$ cat config.mk
export PLATFORM = sky130hd
export DESIGN_NAME = pss_sequencer
export DESIGN_NICKNAME = d
export VERILOG_FILES = /design/src/inc/pss_pkg.sv /design/src/core/pss_sequencer.sv
export SDC_FILE = /design/constraint.sdc
export NUM_CORES = 2
export LEC_CHECK = 0
export BUFFER_PORTS_ARGS = -buffer_cell sky130_fd_sc_hd__buf_4
export CORE_ASPECT_RATIO = 0.9
export CORE_MARGIN = 5
export CORE_UTILIZATION = 53
export DETAILED_ROUTE_END_ITERATION = 7
export PLACE_DENSITY = 0.69
export SYNTH_ARGS = -nofsm -noshare
export SYNTH_HDL_FRONTEND = slang
export SYNTH_SLANG_ARGS = --single-unit
$ cat constraint.sdc
create_clock -name ref_clk_i -period 9.2 [get_ports ref_clk_i]
set_clock_uncertainty 0.2 [all_clocks]
set_input_delay 1.84 -clock ref_clk_i [delete_from_list [all_inputs] [get_ports ref_clk_i]]
set_output_delay 1.84 -clock ref_clk_i [all_outputs]
set_load 0.005 [all_outputs]
$ cat src/inc/pss_pkg.sv
// pss_pkg: constants, register map and types of the program segment sequencer
// assumes a 20 MHz reference clock and 32-bit apb data
package pss_pkg;
    // program table geometry
    localparam int SEG_W = 3;
    localparam int PROG_W = 2;
    localparam int N_SEG = 1 << SEG_W;
    localparam int N_PROG = 1 << PROG_W;
    localparam int IDX_W = SEG_W + PROG_W;
    localparam int RPT_W = 14;
    localparam int VAL_W = 16;
    localparam int SP_W = VAL_W + 1;
    localparam int CNT_W = SEG_W + 1;

    // timing
    localparam int CLK_PERIOD_NS = 50;
    localparam int TIME_UNIT_NS = 1000000000;
    localparam int TIME_UNIT_CYC = (TIME_UNIT_NS + CLK_PERIOD_NS - 1) / CLK_PERIOD_NS;
    localparam int BLINK_NS = 500000000;
    localparam int BLINK_CYC = BLINK_NS / CLK_PERIOD_NS;

    // register byte offsets
    localparam logic [11:0] OFF_CTRL = 12'h000;
    localparam logic [11:0] OFF_CFG = 12'h004;
    localparam logic [11:0] OFF_REPEAT = 12'h008;
    localparam logic [11:0] OFF_LINK = 12'h00c;
    localparam logic [11:0] OFF_STEP = 12'h010;
    localparam logic [11:0] OFF_BAND = 12'h014;
    localparam logic [11:0] OFF_SHIFT = 12'h018;
    localparam logic [11:0] OFF_STATUS = 12'h01c;
    localparam logic [11:0] OFF_ELAPSED = 12'h020;
    localparam logic [11:0] OFF_TABLE = 12'h100;
    localparam logic [11:0] TABLE_MASK = 12'hf80;

    // control bit positions
    localparam int CTRL_RUN = 0;
    localparam int CTRL_RESET = 1;
    localparam int CTRL_PAUSE = 2;
    localparam int CTRL_ADV = 3;
    localparam int CTRL_DISP1 = 4;
    // config, link, table entry and status field positions
    localparam int CFG_END_LSB = 0;
    localparam int CFG_CNT_LSB = 4;
    localparam int CFG_START_LSB = 8;
    localparam int LINK_END_BIT = 8;
    localparam int TBL_SP_LSB = 16;
    localparam int ST_REP_LSB = 16;

    // reset values
    localparam logic [CNT_W-1:0] SEG_CNT_RST = 4'h8;
    localparam logic [RPT_W-1:0] RPT_RST = 14'h0000;
    localparam logic [VAL_W-1:0] BAND_OFF = 16'h0000;
    localparam logic [VAL_W-1:0] SHIFT_RST = 16'h0000;

    // end-of-operation behaviour
    typedef enum logic [1:0] {
        END_RESET = 2'h0,
        END_CONTINUE = 2'h1,
        END_FIXED = 2'h2
    } pss_endop_e;

    // sequencer state
    typedef enum logic [2:0] {
        ST_IDLE = 3'h1,
        ST_RUN = 3'h2,
        ST_DONE = 3'h4
    } pss_state_e;

    // apb request from the master
    typedef struct packed {
        logic psel;
        logic penable;
        logic pwrite;
        logic [11:0] paddr;
        logic [31:0] pwdata;
    } pss_apb_req_s;

    // sequencer status toward the user side
    typedef struct packed {
        logic running;
        logic paused;
        logic waiting;
        logic done;
        logic [PROG_W-1:0] prog;
        logic [SEG_W-1:0] step_index_setting;
    } pss_status_s;
endpackage

$ cat src/core/pss_sequencer.sv
// pss_sequencer: steps a setpoint program through timed segments, apb register slave
// assumes synchronous event inputs and an apb master on ref_clk_i
//
// Operation
// - advance ends segment, next segment starts
// - advance flag self-clears after the step
// - advance ignored in reset/standby/autotune/continue
// - step index write jumps to segment start
// - jump refused in reset/standby/autotune/continue
// - pause freezes segment timing, resumes later
// - pause cleared by off, run/reset, completion
// - advance while paused stays paused next segment
// - pause ignored in reset/standby/autotune/continue
// - segment end waits for deviation inside band
// - band zero means off, no waiting
// - leave wait same cycle deviation enters band
// - wait disable event suppresses waiting
// - nonzero repeat restarts program at segment 0
// - executions equal repeat count plus one
// - lowered repeat count stops after current run
// - link continues at chosen program, end stops
// - link only after all repetitions
// - link to itself repeats forever
// - chain end follows end-of-operation setting
// - output setpoint adds global offset
// - paused display alternates while pv shown
`timescale 1ns/10ps
module pss_sequencer import pss_pkg::*; #(
    parameter int TIME_UNIT = TIME_UNIT_CYC,
    parameter int BLINK = BLINK_CYC
) (
    // clock and reset
    input wire logic ref_clk_i,
    input wire logic rstn_i,
    // apb slave
    input wire pss_apb_req_s apb_i,
    output logic [31:0] prdata_o,
    output logic pready_o,
    output logic pslverr_o,
    // process and event inputs
    input wire logic signed [VAL_W-1:0] pv_i,
    input wire logic forward_step_event_i,
    input wire logic pause_toggle_event_i,
    input wire logic pause_level_event_i,
    input wire logic wait_disable_i,
    input wire logic standby_i,
    input wire logic autotune_i,
    // sequencer outputs
    output pss_status_s status_o,
    output logic signed [SP_W-1:0] setpoint_o,
    output logic disp2_alt_o
);
    // table decode, used for read and write
    function automatic logic is_table(input logic [11:0] a);
        is_table = (a & TABLE_MASK) == OFF_TABLE;
    endfunction

    // register and state storage
    pss_state_e state_q;
    logic [SEG_W-1:0] seg_q;
    logic [PROG_W-1:0] prog_q;
    logic [31:0] elapsed_q;
    logic [RPT_W-1:0] rep_q;
    logic [RPT_W-1:0] repeat_count_q;
    logic [PROG_W-1:0] next_program_select_q;
    logic link_end_q;
    logic [1:0] end_op_q;
    logic [CNT_W-1:0] seg_cnt_q;
    logic [PROG_W-1:0] start_prog_q;
    logic [VAL_W-1:0] band_q;
    logic [VAL_W-1:0] setpoint_offset_q;
    logic pause_control_q;
    logic adv_req_q;
    logic disp1_q;
    logic toggle_prev_q;
    logic [31:0] tbl_q [N_PROG*N_SEG];
    logic [31:0] tick_cnt_q;
    logic tick_q;
    logic [31:0] blink_cnt_q;
    logic pready_q;
    logic [31:0] prdata_q;
    logic pslverr_q;
    pss_status_s status_q;
    logic signed [SP_W-1:0] setpoint_q;
    logic disp_q;

    // bus strobes
    logic acc;
    logic wr;
    logic [11:0] addr;
    logic [31:0] wdata;
    assign addr = apb_i.paddr;
    assign wdata = apb_i.pwdata;
    assign acc = apb_i.psel & apb_i.penable & ~pready_q;
    assign wr = apb_i.psel & apb_i.penable & pready_q & apb_i.pwrite;

    // command decode
    logic wr_ctrl;
    logic run_cmd;
    logic rst_cmd;
    logic running;
    logic blocked;
    assign wr_ctrl = wr & (addr == OFF_CTRL);
    assign run_cmd = wr_ctrl & wdata[CTRL_RUN];
    assign rst_cmd = wr_ctrl & wdata[CTRL_RESET];
    assign running = state_q == ST_RUN;
    assign blocked = ~running | standby_i | autotune_i
        | (end_op_q == 2'(END_CONTINUE));

    // present segment data and deviation
    logic [IDX_W-1:0] idx;
    logic [VAL_W-1:0] seg_time;
    logic signed [VAL_W-1:0] present_setpoint;
    logic signed [SP_W-1:0] dev;
    logic [SP_W-1:0] dev_abs;
    logic in_band;
    logic wait_on;
    assign idx = {prog_q, seg_q};
    assign seg_time = tbl_q[idx][VAL_W-1:0];
    assign present_setpoint = tbl_q[idx][TBL_SP_LSB +: VAL_W];
    assign dev = SP_W'(pv_i) - SP_W'(present_setpoint);
    assign dev_abs = dev[SP_W-1] ? SP_W'(-dev) : SP_W'(dev);
    assign in_band = dev_abs <= {1'b0, band_q};
    assign wait_on = (band_q != BAND_OFF) & ~wait_disable_i;

    // segment sequencing conditions
    logic paused;
    logic frozen;
    logic seg_end;
    logic hold_wait;
    logic nat_end;
    logic adv_go;
    logic do_step;
    logic last_seg;
    logic jump_go;
    logic prog_end;
    logic more_rep;
    logic finish;
    assign paused = ~blocked & (pause_control_q | pause_level_event_i);
    assign frozen = paused | standby_i | autotune_i;
    assign seg_end = running & ~frozen & (elapsed_q >= 32'(seg_time));
    assign hold_wait = seg_end & wait_on & ~in_band;
    assign nat_end = seg_end & ~hold_wait;
    assign adv_go = adv_req_q & ~blocked;
    assign do_step = nat_end | adv_go;
    assign last_seg = CNT_W'(seg_q) + 4'h1 >= seg_cnt_q;
    assign jump_go = wr & (addr == OFF_STEP) & ~blocked
        & (wdata[CNT_W-1:0] < seg_cnt_q);
    assign prog_end = do_step & ~jump_go & last_seg;
    assign more_rep = rep_q < repeat_count_q;
    assign finish = prog_end & more_rep == 1'b0 & link_end_q;

    // time unit divider
    always_ff @(posedge ref_clk_i or negedge rstn_i) begin
        if (!rstn_i) begin
            tick_cnt_q <= 32'h0;
            tick_q <= 1'b0;
        end else if (tick_cnt_q >= 32'(TIME_UNIT - 1)) begin
            tick_cnt_q <= 32'h0;
            tick_q <= 1'b1;
        end else begin
            tick_cnt_q <= tick_cnt_q + 32'h1;
            tick_q <= 1'b0;
        end
    end

    // sequencer state, segment, program, repetition and elapsed time
    always_ff @(posedge ref_clk_i or negedge rstn_i) begin
        if (!rstn_i) begin
            state_q <= ST_IDLE;
            seg_q <= '0;
            prog_q <= '0;
            elapsed_q <= 32'h0;
            rep_q <= '0;
        end else if (rst_cmd) begin
            state_q <= ST_IDLE;
            seg_q <= '0;
            elapsed_q <= 32'h0;
            rep_q <= '0;
        end else if (run_cmd) begin
            state_q <= ST_RUN;
            seg_q <= '0;
            prog_q <= start_prog_q;
            elapsed_q <= 32'h0;
            rep_q <= '0;
        end else if (jump_go) begin
            seg_q <= wdata[SEG_W-1:0];
            elapsed_q <= 32'h0;
        end else if (prog_end) begin
            elapsed_q <= 32'h0;
            if (more_rep) begin
                rep_q <= rep_q + 14'h1;
                seg_q <= '0;
            end else if (!link_end_q) begin
                prog_q <= next_program_select_q;
                rep_q <= '0;
                seg_q <= '0;
            end else if (end_op_q == 2'(END_RESET)) begin
                state_q <= ST_IDLE;
            end else begin
                state_q <= ST_DONE;
            end
        end else if (do_step) begin
            seg_q <= seg_q + 3'h1;
            elapsed_q <= 32'h0;
        end else if (running && !frozen && !seg_end && tick_q) begin
            elapsed_q <= elapsed_q + 32'h1;
        end
    end

    // advance request flag, set wins over the self clear
    always_ff @(posedge ref_clk_i or negedge rstn_i) begin
        if (!rstn_i) begin
            adv_req_q <= 1'b0;
        end else if (!blocked && (forward_step_event_i || (wr_ctrl && wdata[CTRL_ADV]))) begin
            adv_req_q <= 1'b1;
        end else if (adv_go || blocked) begin
            adv_req_q <= 1'b0;
        end
    end

    // pause control
    always_ff @(posedge ref_clk_i or negedge rstn_i) begin
        if (!rstn_i) begin
            pause_control_q <= 1'b0;
            toggle_prev_q <= 1'b0;
        end else begin
            toggle_prev_q <= pause_toggle_event_i;
            if (run_cmd || rst_cmd || finish) begin
                pause_control_q <= 1'b0;
            end else if (wr_ctrl) begin
                pause_control_q <= wdata[CTRL_PAUSE] & ~blocked;
            end else if (pause_toggle_event_i && !toggle_prev_q && !blocked) begin
                pause_control_q <= ~pause_control_q;
            end else if (blocked) begin
                pause_control_q <= 1'b0;
            end
        end
    end

    // configuration registers
    always_ff @(posedge ref_clk_i or negedge rstn_i) begin
        if (!rstn_i) begin
            disp1_q <= 1'b0;
            end_op_q <= 2'(END_RESET);
            seg_cnt_q <= SEG_CNT_RST;
            start_prog_q <= '0;
            repeat_count_q <= RPT_RST;
            next_program_select_q <= '0;
            link_end_q <= 1'b1;
            band_q <= BAND_OFF;
            setpoint_offset_q <= SHIFT_RST;
        end else if (wr) begin
            unique case (addr)
                OFF_CTRL: disp1_q <= wdata[CTRL_DISP1];
                OFF_CFG: begin
                    end_op_q <= wdata[CFG_END_LSB +: 2];
                    seg_cnt_q <= wdata[CFG_CNT_LSB +: CNT_W];
                    start_prog_q <= wdata[CFG_START_LSB +: PROG_W];
                end
                OFF_REPEAT: repeat_count_q <= wdata[RPT_W-1:0];
                OFF_LINK: begin
                    next_program_select_q <= wdata[PROG_W-1:0];
                    link_end_q <= wdata[LINK_END_BIT];
                end
                OFF_BAND: band_q <= wdata[VAL_W-1:0];
                OFF_SHIFT: setpoint_offset_q <= wdata[VAL_W-1:0];
                default: ;
            endcase
        end
    end

    // program table storage
    generate
        for (genvar i = 0; i < N_PROG*N_SEG; i++) begin : g_tbl
            always_ff @(posedge ref_clk_i or negedge rstn_i) begin
                if (!rstn_i) begin
                    tbl_q[i] <= 32'h0;
                end else if (wr && is_table(addr) && addr[IDX_W+1:2] == IDX_W'(i)) begin
                    tbl_q[i] <= wdata;
                end
            end
        end
    endgenerate

    // apb answer, one wait state
    always_ff @(posedge ref_clk_i or negedge rstn_i) begin
        if (!rstn_i) begin
            pready_q <= 1'b0;
            prdata_q <= 32'h0;
            pslverr_q <= 1'b0;
        end else begin
            pready_q <= acc;
            pslverr_q <= 1'b0;
            prdata_q <= 32'h0;
            if (acc) begin
                if (is_table(addr)) begin
                    prdata_q <= tbl_q[addr[IDX_W+1:2]];
                end else begin
                    unique case (addr)
                        OFF_CTRL: prdata_q <= 32'({disp1_q, adv_req_q, pause_control_q, 2'h0});
                        OFF_CFG: prdata_q <= 32'({start_prog_q, seg_cnt_q, 2'h0, end_op_q});
                        OFF_REPEAT: prdata_q <= 32'(repeat_count_q);
                        OFF_LINK: prdata_q <= 32'({link_end_q, 6'h0, next_program_select_q});
                        OFF_STEP: prdata_q <= 32'(seg_q);
                        OFF_BAND: prdata_q <= 32'(band_q);
                        OFF_SHIFT: prdata_q <= 32'(setpoint_offset_q);
                        OFF_STATUS: prdata_q <= {2'h0, rep_q, 7'h0, status_q};
                        OFF_ELAPSED: prdata_q <= elapsed_q;
                        default: pslverr_q <= 1'b1;
                    endcase
                end
            end
        end
    end

    // status and shifted setpoint
    always_ff @(posedge ref_clk_i or negedge rstn_i) begin
        if (!rstn_i) begin
            status_q <= '0;
            setpoint_q <= '0;
        end else begin
            status_q.running <= running;
            status_q.paused <= paused;
            status_q.waiting <= hold_wait;
            status_q.done <= state_q == ST_DONE;
            status_q.prog <= prog_q;
            status_q.step_index_setting <= seg_q;
            setpoint_q <= SP_W'(present_setpoint) + SP_W'($signed(setpoint_offset_q));
        end
    end

    // second display alternation while paused
    always_ff @(posedge ref_clk_i or negedge rstn_i) begin
        if (!rstn_i) begin
            blink_cnt_q <= 32'h0;
            disp_q <= 1'b0;
        end else if (!(paused && disp1_q)) begin
            blink_cnt_q <= 32'h0;
            disp_q <= 1'b0;
        end else if (blink_cnt_q >= 32'(BLINK - 1)) begin
            blink_cnt_q <= 32'h0;
            disp_q <= ~disp_q;
        end else begin
            blink_cnt_q <= blink_cnt_q + 32'h1;
        end
    end

    // outputs straight from flops
    assign prdata_o = prdata_q;
    assign pready_o = pready_q;
    assign pslverr_o = pslverr_q;
    assign status_o = status_q;
    assign setpoint_o = setpoint_q;
    assign disp2_alt_o = disp_q;
endmodule

After elaboration in Yosys (flattened, before gate mapping). Cells that the tools add are included. Widths: inputs -> output; s select.

Equal/unequal tests: 51. Bitwise gates (word level): 44. $add $sub $neg: 9. Magnitude comparators: 9. $mul: 0. Reduce and logical (&&, ||, !) cells: 71. Muxes and demuxes: 56. Shift-type cells: 0. Div/mod/pow operators: 0.

Operators with widths (count): $mux 32 (15); $bmux 32 s5 (2); $pmux 32 s9 (1); $add 32x1->32 const B (3); $mux 14 (6); $eq 5x5->1 const B (16); $eq 12x5->1 const B (4); $mux 3 (14); $logic_and 1x1->1 (41); $eq 5x4->1 const B (8); $ge 32x16->1 (1); $ge 32x24->1 const B (1); $ge 32x25->1 const B (1); $eq 12x4->1 const B (2); $and 1x1->1 (23); $eq 5x3->1 const B (4); $add 16x16->17 (1); $le 17x16->1 (1); $mux 17 (1); $neg 17->17 (1); $sub 16x16->17 (1); $reduce_bool 16->1 (1); $eq 5x2->1 const B (3); $add 14x1->14 const B (1); other kinds (37) (88).

Register bits: 1265. Output and inout port bits: 61. Logic and storage cells: 303. Memory bits (writable): 0. Memories: 0. ROM bits: 0. Bits in latches: 0. Bits of input ports: 71.

Longest topological paths before layout.
Depth in word-level cells: 23. Mapped depth: 35. Mapped depth without buffers: 30.

Least setup slack after synthesis. Ideal clock, no wire load.

Path kind: reg2reg. From: register seg_q[0]. To: register rep_q[12]. Cell stages (with the launch flop): 32. Buffers on the path: 5. Library setup time: 0.145 ns. Period minus slack after synthesis: 7.739 ns. Setup slack: 1.461 ns. Required time: 8.855 ns. Arrival: 7.394 ns. Path through: dfrtp_1 clkbuf_1 clkbuf_1 buf_1 clkbuf_1 mux2i_1 o221ai_1 o22ai_1 nor2_1 nand2_1 o21ai_0 ha_1 fa_1 nand2b_1 a21o_1 a211oi_1 nand2_2 or4b_4 or4b_4 nand2_1 xnor2_1 ha_1 a21o_1 a21oi_1 o21ai_0 a21oi_1 a31o_2 o21a_1 o211ai_2 o21ai_1 clkbuf_1 o221ai_1.

Word-level cells in the longest chain between the ends: 17. Elaborated cells between the ends (all ways): 22. Classes of those cells: add/sub: 3; order compare: 3; mux: 4; bitwise: 10; reduce/logical: 2.

RTL lines: start: declaration (RTL line pss_sequencer.sv:60) `logic [SEG_W-1:0] seg_q;`; start signal: assignment (RTL line pss_sequencer.sv:187) `seg_q <= wdata[SEG_W-1:0];`; start signal: assignment (RTL line pss_sequencer.sv:204) `seg_q <= seg_q + 3'h1;`; $not 5->6 (implied by the code) (RTL line pss_sequencer.sv:119, pss_sequencer.sv:120); $bmux 32 s5 (RTL line pss_sequencer.sv:119, pss_sequencer.sv:120); $mux 32 (implied by the code) (2 in a row) (RTL line pss_sequencer.sv:120) `assign present_setpoint = tbl_q[idx][TBL_SP_LSB +: VAL_W];`; $sub 16x16->17 (RTL line pss_sequencer.sv:121) `assign dev = SP_W'(pv_i) - SP_W'(present_setpoint);`; $neg 17->17 (RTL line pss_sequencer.sv:122) `assign dev_abs = dev[SP_W-1] ? SP_W'(-dev) : SP_W'(dev);`; $mux 17 (RTL line pss_sequencer.sv:122); $le 17x16->1 (RTL line pss_sequencer.sv:123) `assign in_band = dev_abs <= {1'b0, band_q};`; $not 1->1 (RTL line pss_sequencer.sv:142) `assign hold_wait = seg_end & wait_on & ~in_band;`; $and 1x1->1 (RTL line pss_sequencer.sv:142); $not 1->1 (RTL line pss_sequencer.sv:143) `assign nat_end = seg_end & ~hold_wait;`; $and 1x1->1 (RTL line pss_sequencer.sv:143); $or 1x1->1 (RTL line pss_sequencer.sv:145) `assign do_step = nat_end | adv_go;`; $and 1x1->1 (RTL line pss_sequencer.sv:149) `assign prog_end = do_step & ~jump_go & last_seg;`; $and 1x1->1 (*) (RTL line pss_sequencer.sv:149); $reduce_bool 3->1 (no source line) (*); $reduce_and 3->1 (no source line) (*); end signal: assignment (RTL line pss_sequencer.sv:192) `rep_q <= rep_q + 14'h1;`; end: declaration (RTL line pss_sequencer.sv:63) `logic [RPT_W-1:0] rep_q;`.

Every way passes the cells marked *; elsewhere a longest branch is shown, timed or not. The select of a mux whose other input is x is not followed. A chain may end at the register's enable or synchronous reset.

Worst setup path in the final report.
From: register seg_q[1]. To: register rep_q[12].

Same word-level chain as after synthesis.

==> flow_summary.yaml <==
status:
  status: "finished with violations"
  violations: "design-rule violations"
route:
  wl_per_cell_um: 30.6
  drc_errors: 12
  drt_iter0_drc: 5114
  ant_nets: 0
  drt-vias-per-instance: 6.78
  wl_um: 211000
  vias: 46700
  drt_first_pass_iters: 8
cts:
  clkTransAtPathRegs_ns: 0.06
  post-cts-setup-buffers: 0
  cts_made_buffers: 137
  cts_resized: 0
  clock_sinks: 1265
  cts_max_level: 4
  cts-root-buf: "clkbuf_16"
  cts_tree: "built"
  clock_path_buffers: 3
  insertion_delay_ns: 0.77
  cts-hold-fix-buffers: 0
sta:
  setup_violations: 0
  timing.slew.headroom_pct: 15.4
  worstMarginPinSlew_ns: 1.26
  hold_slack_ns: 0.282
  fin_crit_sh_pct: 95.4
  rsz0062_at_grt: "no"
  tns_ns: 0
  slew_viol_final: 0
  period_minus_slack_ns: 8.78
  timing_hold_violations_final: 0
  max_clock_freq_mhz: 114
global_routing:
  overflow: 0
  grt_max_degree: 165
  grt_pass1_vias: 47600
  track_usage_pct: 31.1
  grt_pass1_wl_um: 317000
  antenna_found_initial: 11
floorplanning:
  die_w_um: 388
  fp.dieH_um: 350
  core_area_mm2: 0.127
  pin_count: 132
  floorplan.rows: 124
  initial_utilization_pct: 53.4
  die_area_mm2: 0.136
worst_setup_path:
  end_kind: "register"
  arrival_ns: 9.25
  start_kind: "register"
  cp.required_ns: 9.68
  cp_max_fo: 20
  crit_type: "reg2reg"
  ff2ff_path_depth: 27
yosys:
  avgSynthCellArea_um2: 13.2
  synth_top_family_by_area: "multiplexers"
  synth-compound-area-share_pct: 6.51
  yosys.area_share.adder_pct: 1.71
  yosys_warnings: 0
  synthSimpleGateAreaFrac_pct: 4.87
  synth_mux_area_share_pct: 36.4
  synth_seq_cells: 1265
  synth-xor-area-share_pct: 0.991
  postSynth.asyncResetShare_pct: 100
  synth-edff-count: 0
  netlist_instances: 5138
  synthFlopType: "dfrtp_1"
  synthesis.area_mm2: 0.0681
  yosysUniqueCellTypes: 79
  yosysSeqAreaShare_pct: 46.5
placement:
  dp_hpwl_um: 126000
  routabilityCongestion: 0.924
  numPortBuffers: 131
power_and_ir_drop:
  p_leak_nw: 33.9
  finalPower_mw: 11.7
  ir_drop_mv: 0.198
  p_per_area_mw_per_mm2: 155
layout:
  final_nets: 5244
  layout-drive-gt1-share_pct: 40.1
  utilization_pct: 59.2
  area_growth_pct: 10.8
  nFillCells: 9890
run:
  maxCapViolCount: 0
hold_path:
  hold_class: "reg2reg"
  hold_depth: 1
cell usage after synthesis, types with 27 or more instances:
master    number  area [µm²]
xnor2_1       41         359
inv_1         84         315
mux2i_1      220        2200
o21ai_0      138         691
ha_1          90        1130
buf_1         70         263
nor2_1       199         747
o22ai_1       63         394
dfrtp_1     1262       31600
mux2_2      1110       12500
mux4_2       448       10100
o221ai_1      78         683
and2_1        29         181
a221oi_1      27         236
xor2_1        36         315
nand2_1      214         803
nand3_1       54         270
a21oi_1      209        1050
nor3_1        64         320
clkbuf_1     366        1370
nand2b_1      31         194
final timing paths:
path                                     from        endpoint  slack [ns]
worst max register to register       seg_q[1]       rep_q[12]        0.42
worst min register to register  tick_cnt_q[0]   tick_cnt_q[0]        0.28
max in group asynchronous              rstn_i  tick_cnt_q[11]        5.89
worst min-delay path            tick_cnt_q[0]   tick_cnt_q[0]        0.28
min in group asynchronous              rstn_i      tbl_q[759]        0.82
worst max-delay path                 seg_q[1]       rep_q[12]        0.42
state kept, by name (all words and copies together) (netlist names), 4 cells and up:
| signal | flops |
|---|---|
| band_q | 16 |
| blink_cnt_q | 32 |
| elapsed_q | 32 |
| prdata_o | 32 |
| rep_q | 14 |
| repeat_count_q | 14 |
| seg_cnt_q | 4 |
| setpoint_o | 17 |
| setpoint_offset_q | 16 |
| status_o | 9 |
| tbl_q | 1024 |
| tick_cnt_q | 32 |
logic make-up after synthesis:
family,count (synthesis)
multiplexers,1778
flip-flops,1265
AND/OR/NAND/NOR,709
AO/OA/AOI/OAI,682
buffers and inverters,534
adder cells (fa/ha/maj),92
XOR/XNOR,77
other,1
worst max-delay path, stage by stage, from the launching register on:
cell	delay (ns)
dfrtp_4	0.71
inv_1	0.24
nor2_4	0.84
buf_4	0.27
a21oi_1	0.06
o21ai_0	0.15
o22ai_1	0.14
nor3_1	0.33
a21oi_1	0.27
ha_1	0.53
o21ai_0	0.18
a21o_1	0.21
a211oi_1	0.39
nand2_2	0.12
or4b_4	0.57
or4b_4	0.60
nand2_1	0.11
xnor2_1	0.12
ha_1	0.26
a21o_1	0.17
a21oi_1	0.14
o21ai_0	0.12
a21oi_1	0.13
a31o_2	0.13
o21a_1	0.28
o211a_1	0.66
nand2_1	0.44
o221ai_1	0.31
layout by cell type (no fill, tap or decap), types with 20 or more instances in the layout:
master / n
dfrtp_1: 1258
mux2_2: 1110
mux4_2: 448
buf_4: 221
mux2i_1: 220
nand2_1: 210
a21oi_1: 209
nor2_1: 171
clkbuf_16: 142
o21ai_0: 138
ha_1: 90
inv_1: 84
o221ai_1: 78
o22ai_1: 63
nor3_1: 61
nand3_1: 51
xnor2_1: 41
xor2_1: 36
clkbuf_8: 34
nand2b_1: 30
and2_1: 28
a221oi_1: 27
nor2_4: 26
clkbuf_1: 25
clkinv_2: 23
o21a_1: 21
a21o_1: 21
and3_1: 21
nor4_1: 20
stage by stage:
stage / std cells / cell area (µm²) / setup WS, ns
floorplan: 5152 / 68100 / 1.46
global placement: 6643 / 70800 / 0.810
CTS: 6885 / 75400 / 0.614
global route: 6889 / 75400 / 0.0412
finish: 6892 / 75400 / 0.421
detailed placement: 6643 / 70800 / 0.637
metal layers:
layer	vias up	share of wire, %	global-route usage (%)
li1	19300	-	-
met1	24600	41	43.7
met2	2282	44	46.6
met3	508	9.6	7.72
met4	2	4.7	13.1
met5	-	0.0057	0
power breakdown:
group	internal (mW)	total, mW	switching, mW	leakage, nW
Sequential	5.57	5.58	0.00535	17.4
Combinational	0.141	0.522	0.381	14.2
Clock	3.30	5.62	2.32	2.27
Total	9.01	11.7	2.71	33.9
cell type report:
cell class              instances  area, µm²  share of cell area, %
repair buffers                237       1970                   2.61
flip-flops and latches       1265      31700                   42.0
diodes                          7       17.5                 0.0232
multi-input cells            3353      34700                   46.1
well taps                    1701       2130                   2.82
inverters                      87        329                  0.436
clock buffers                 201       4120                   5.46
clock inverters                41        442                  0.586
Power figures use the tool's default switching activity.
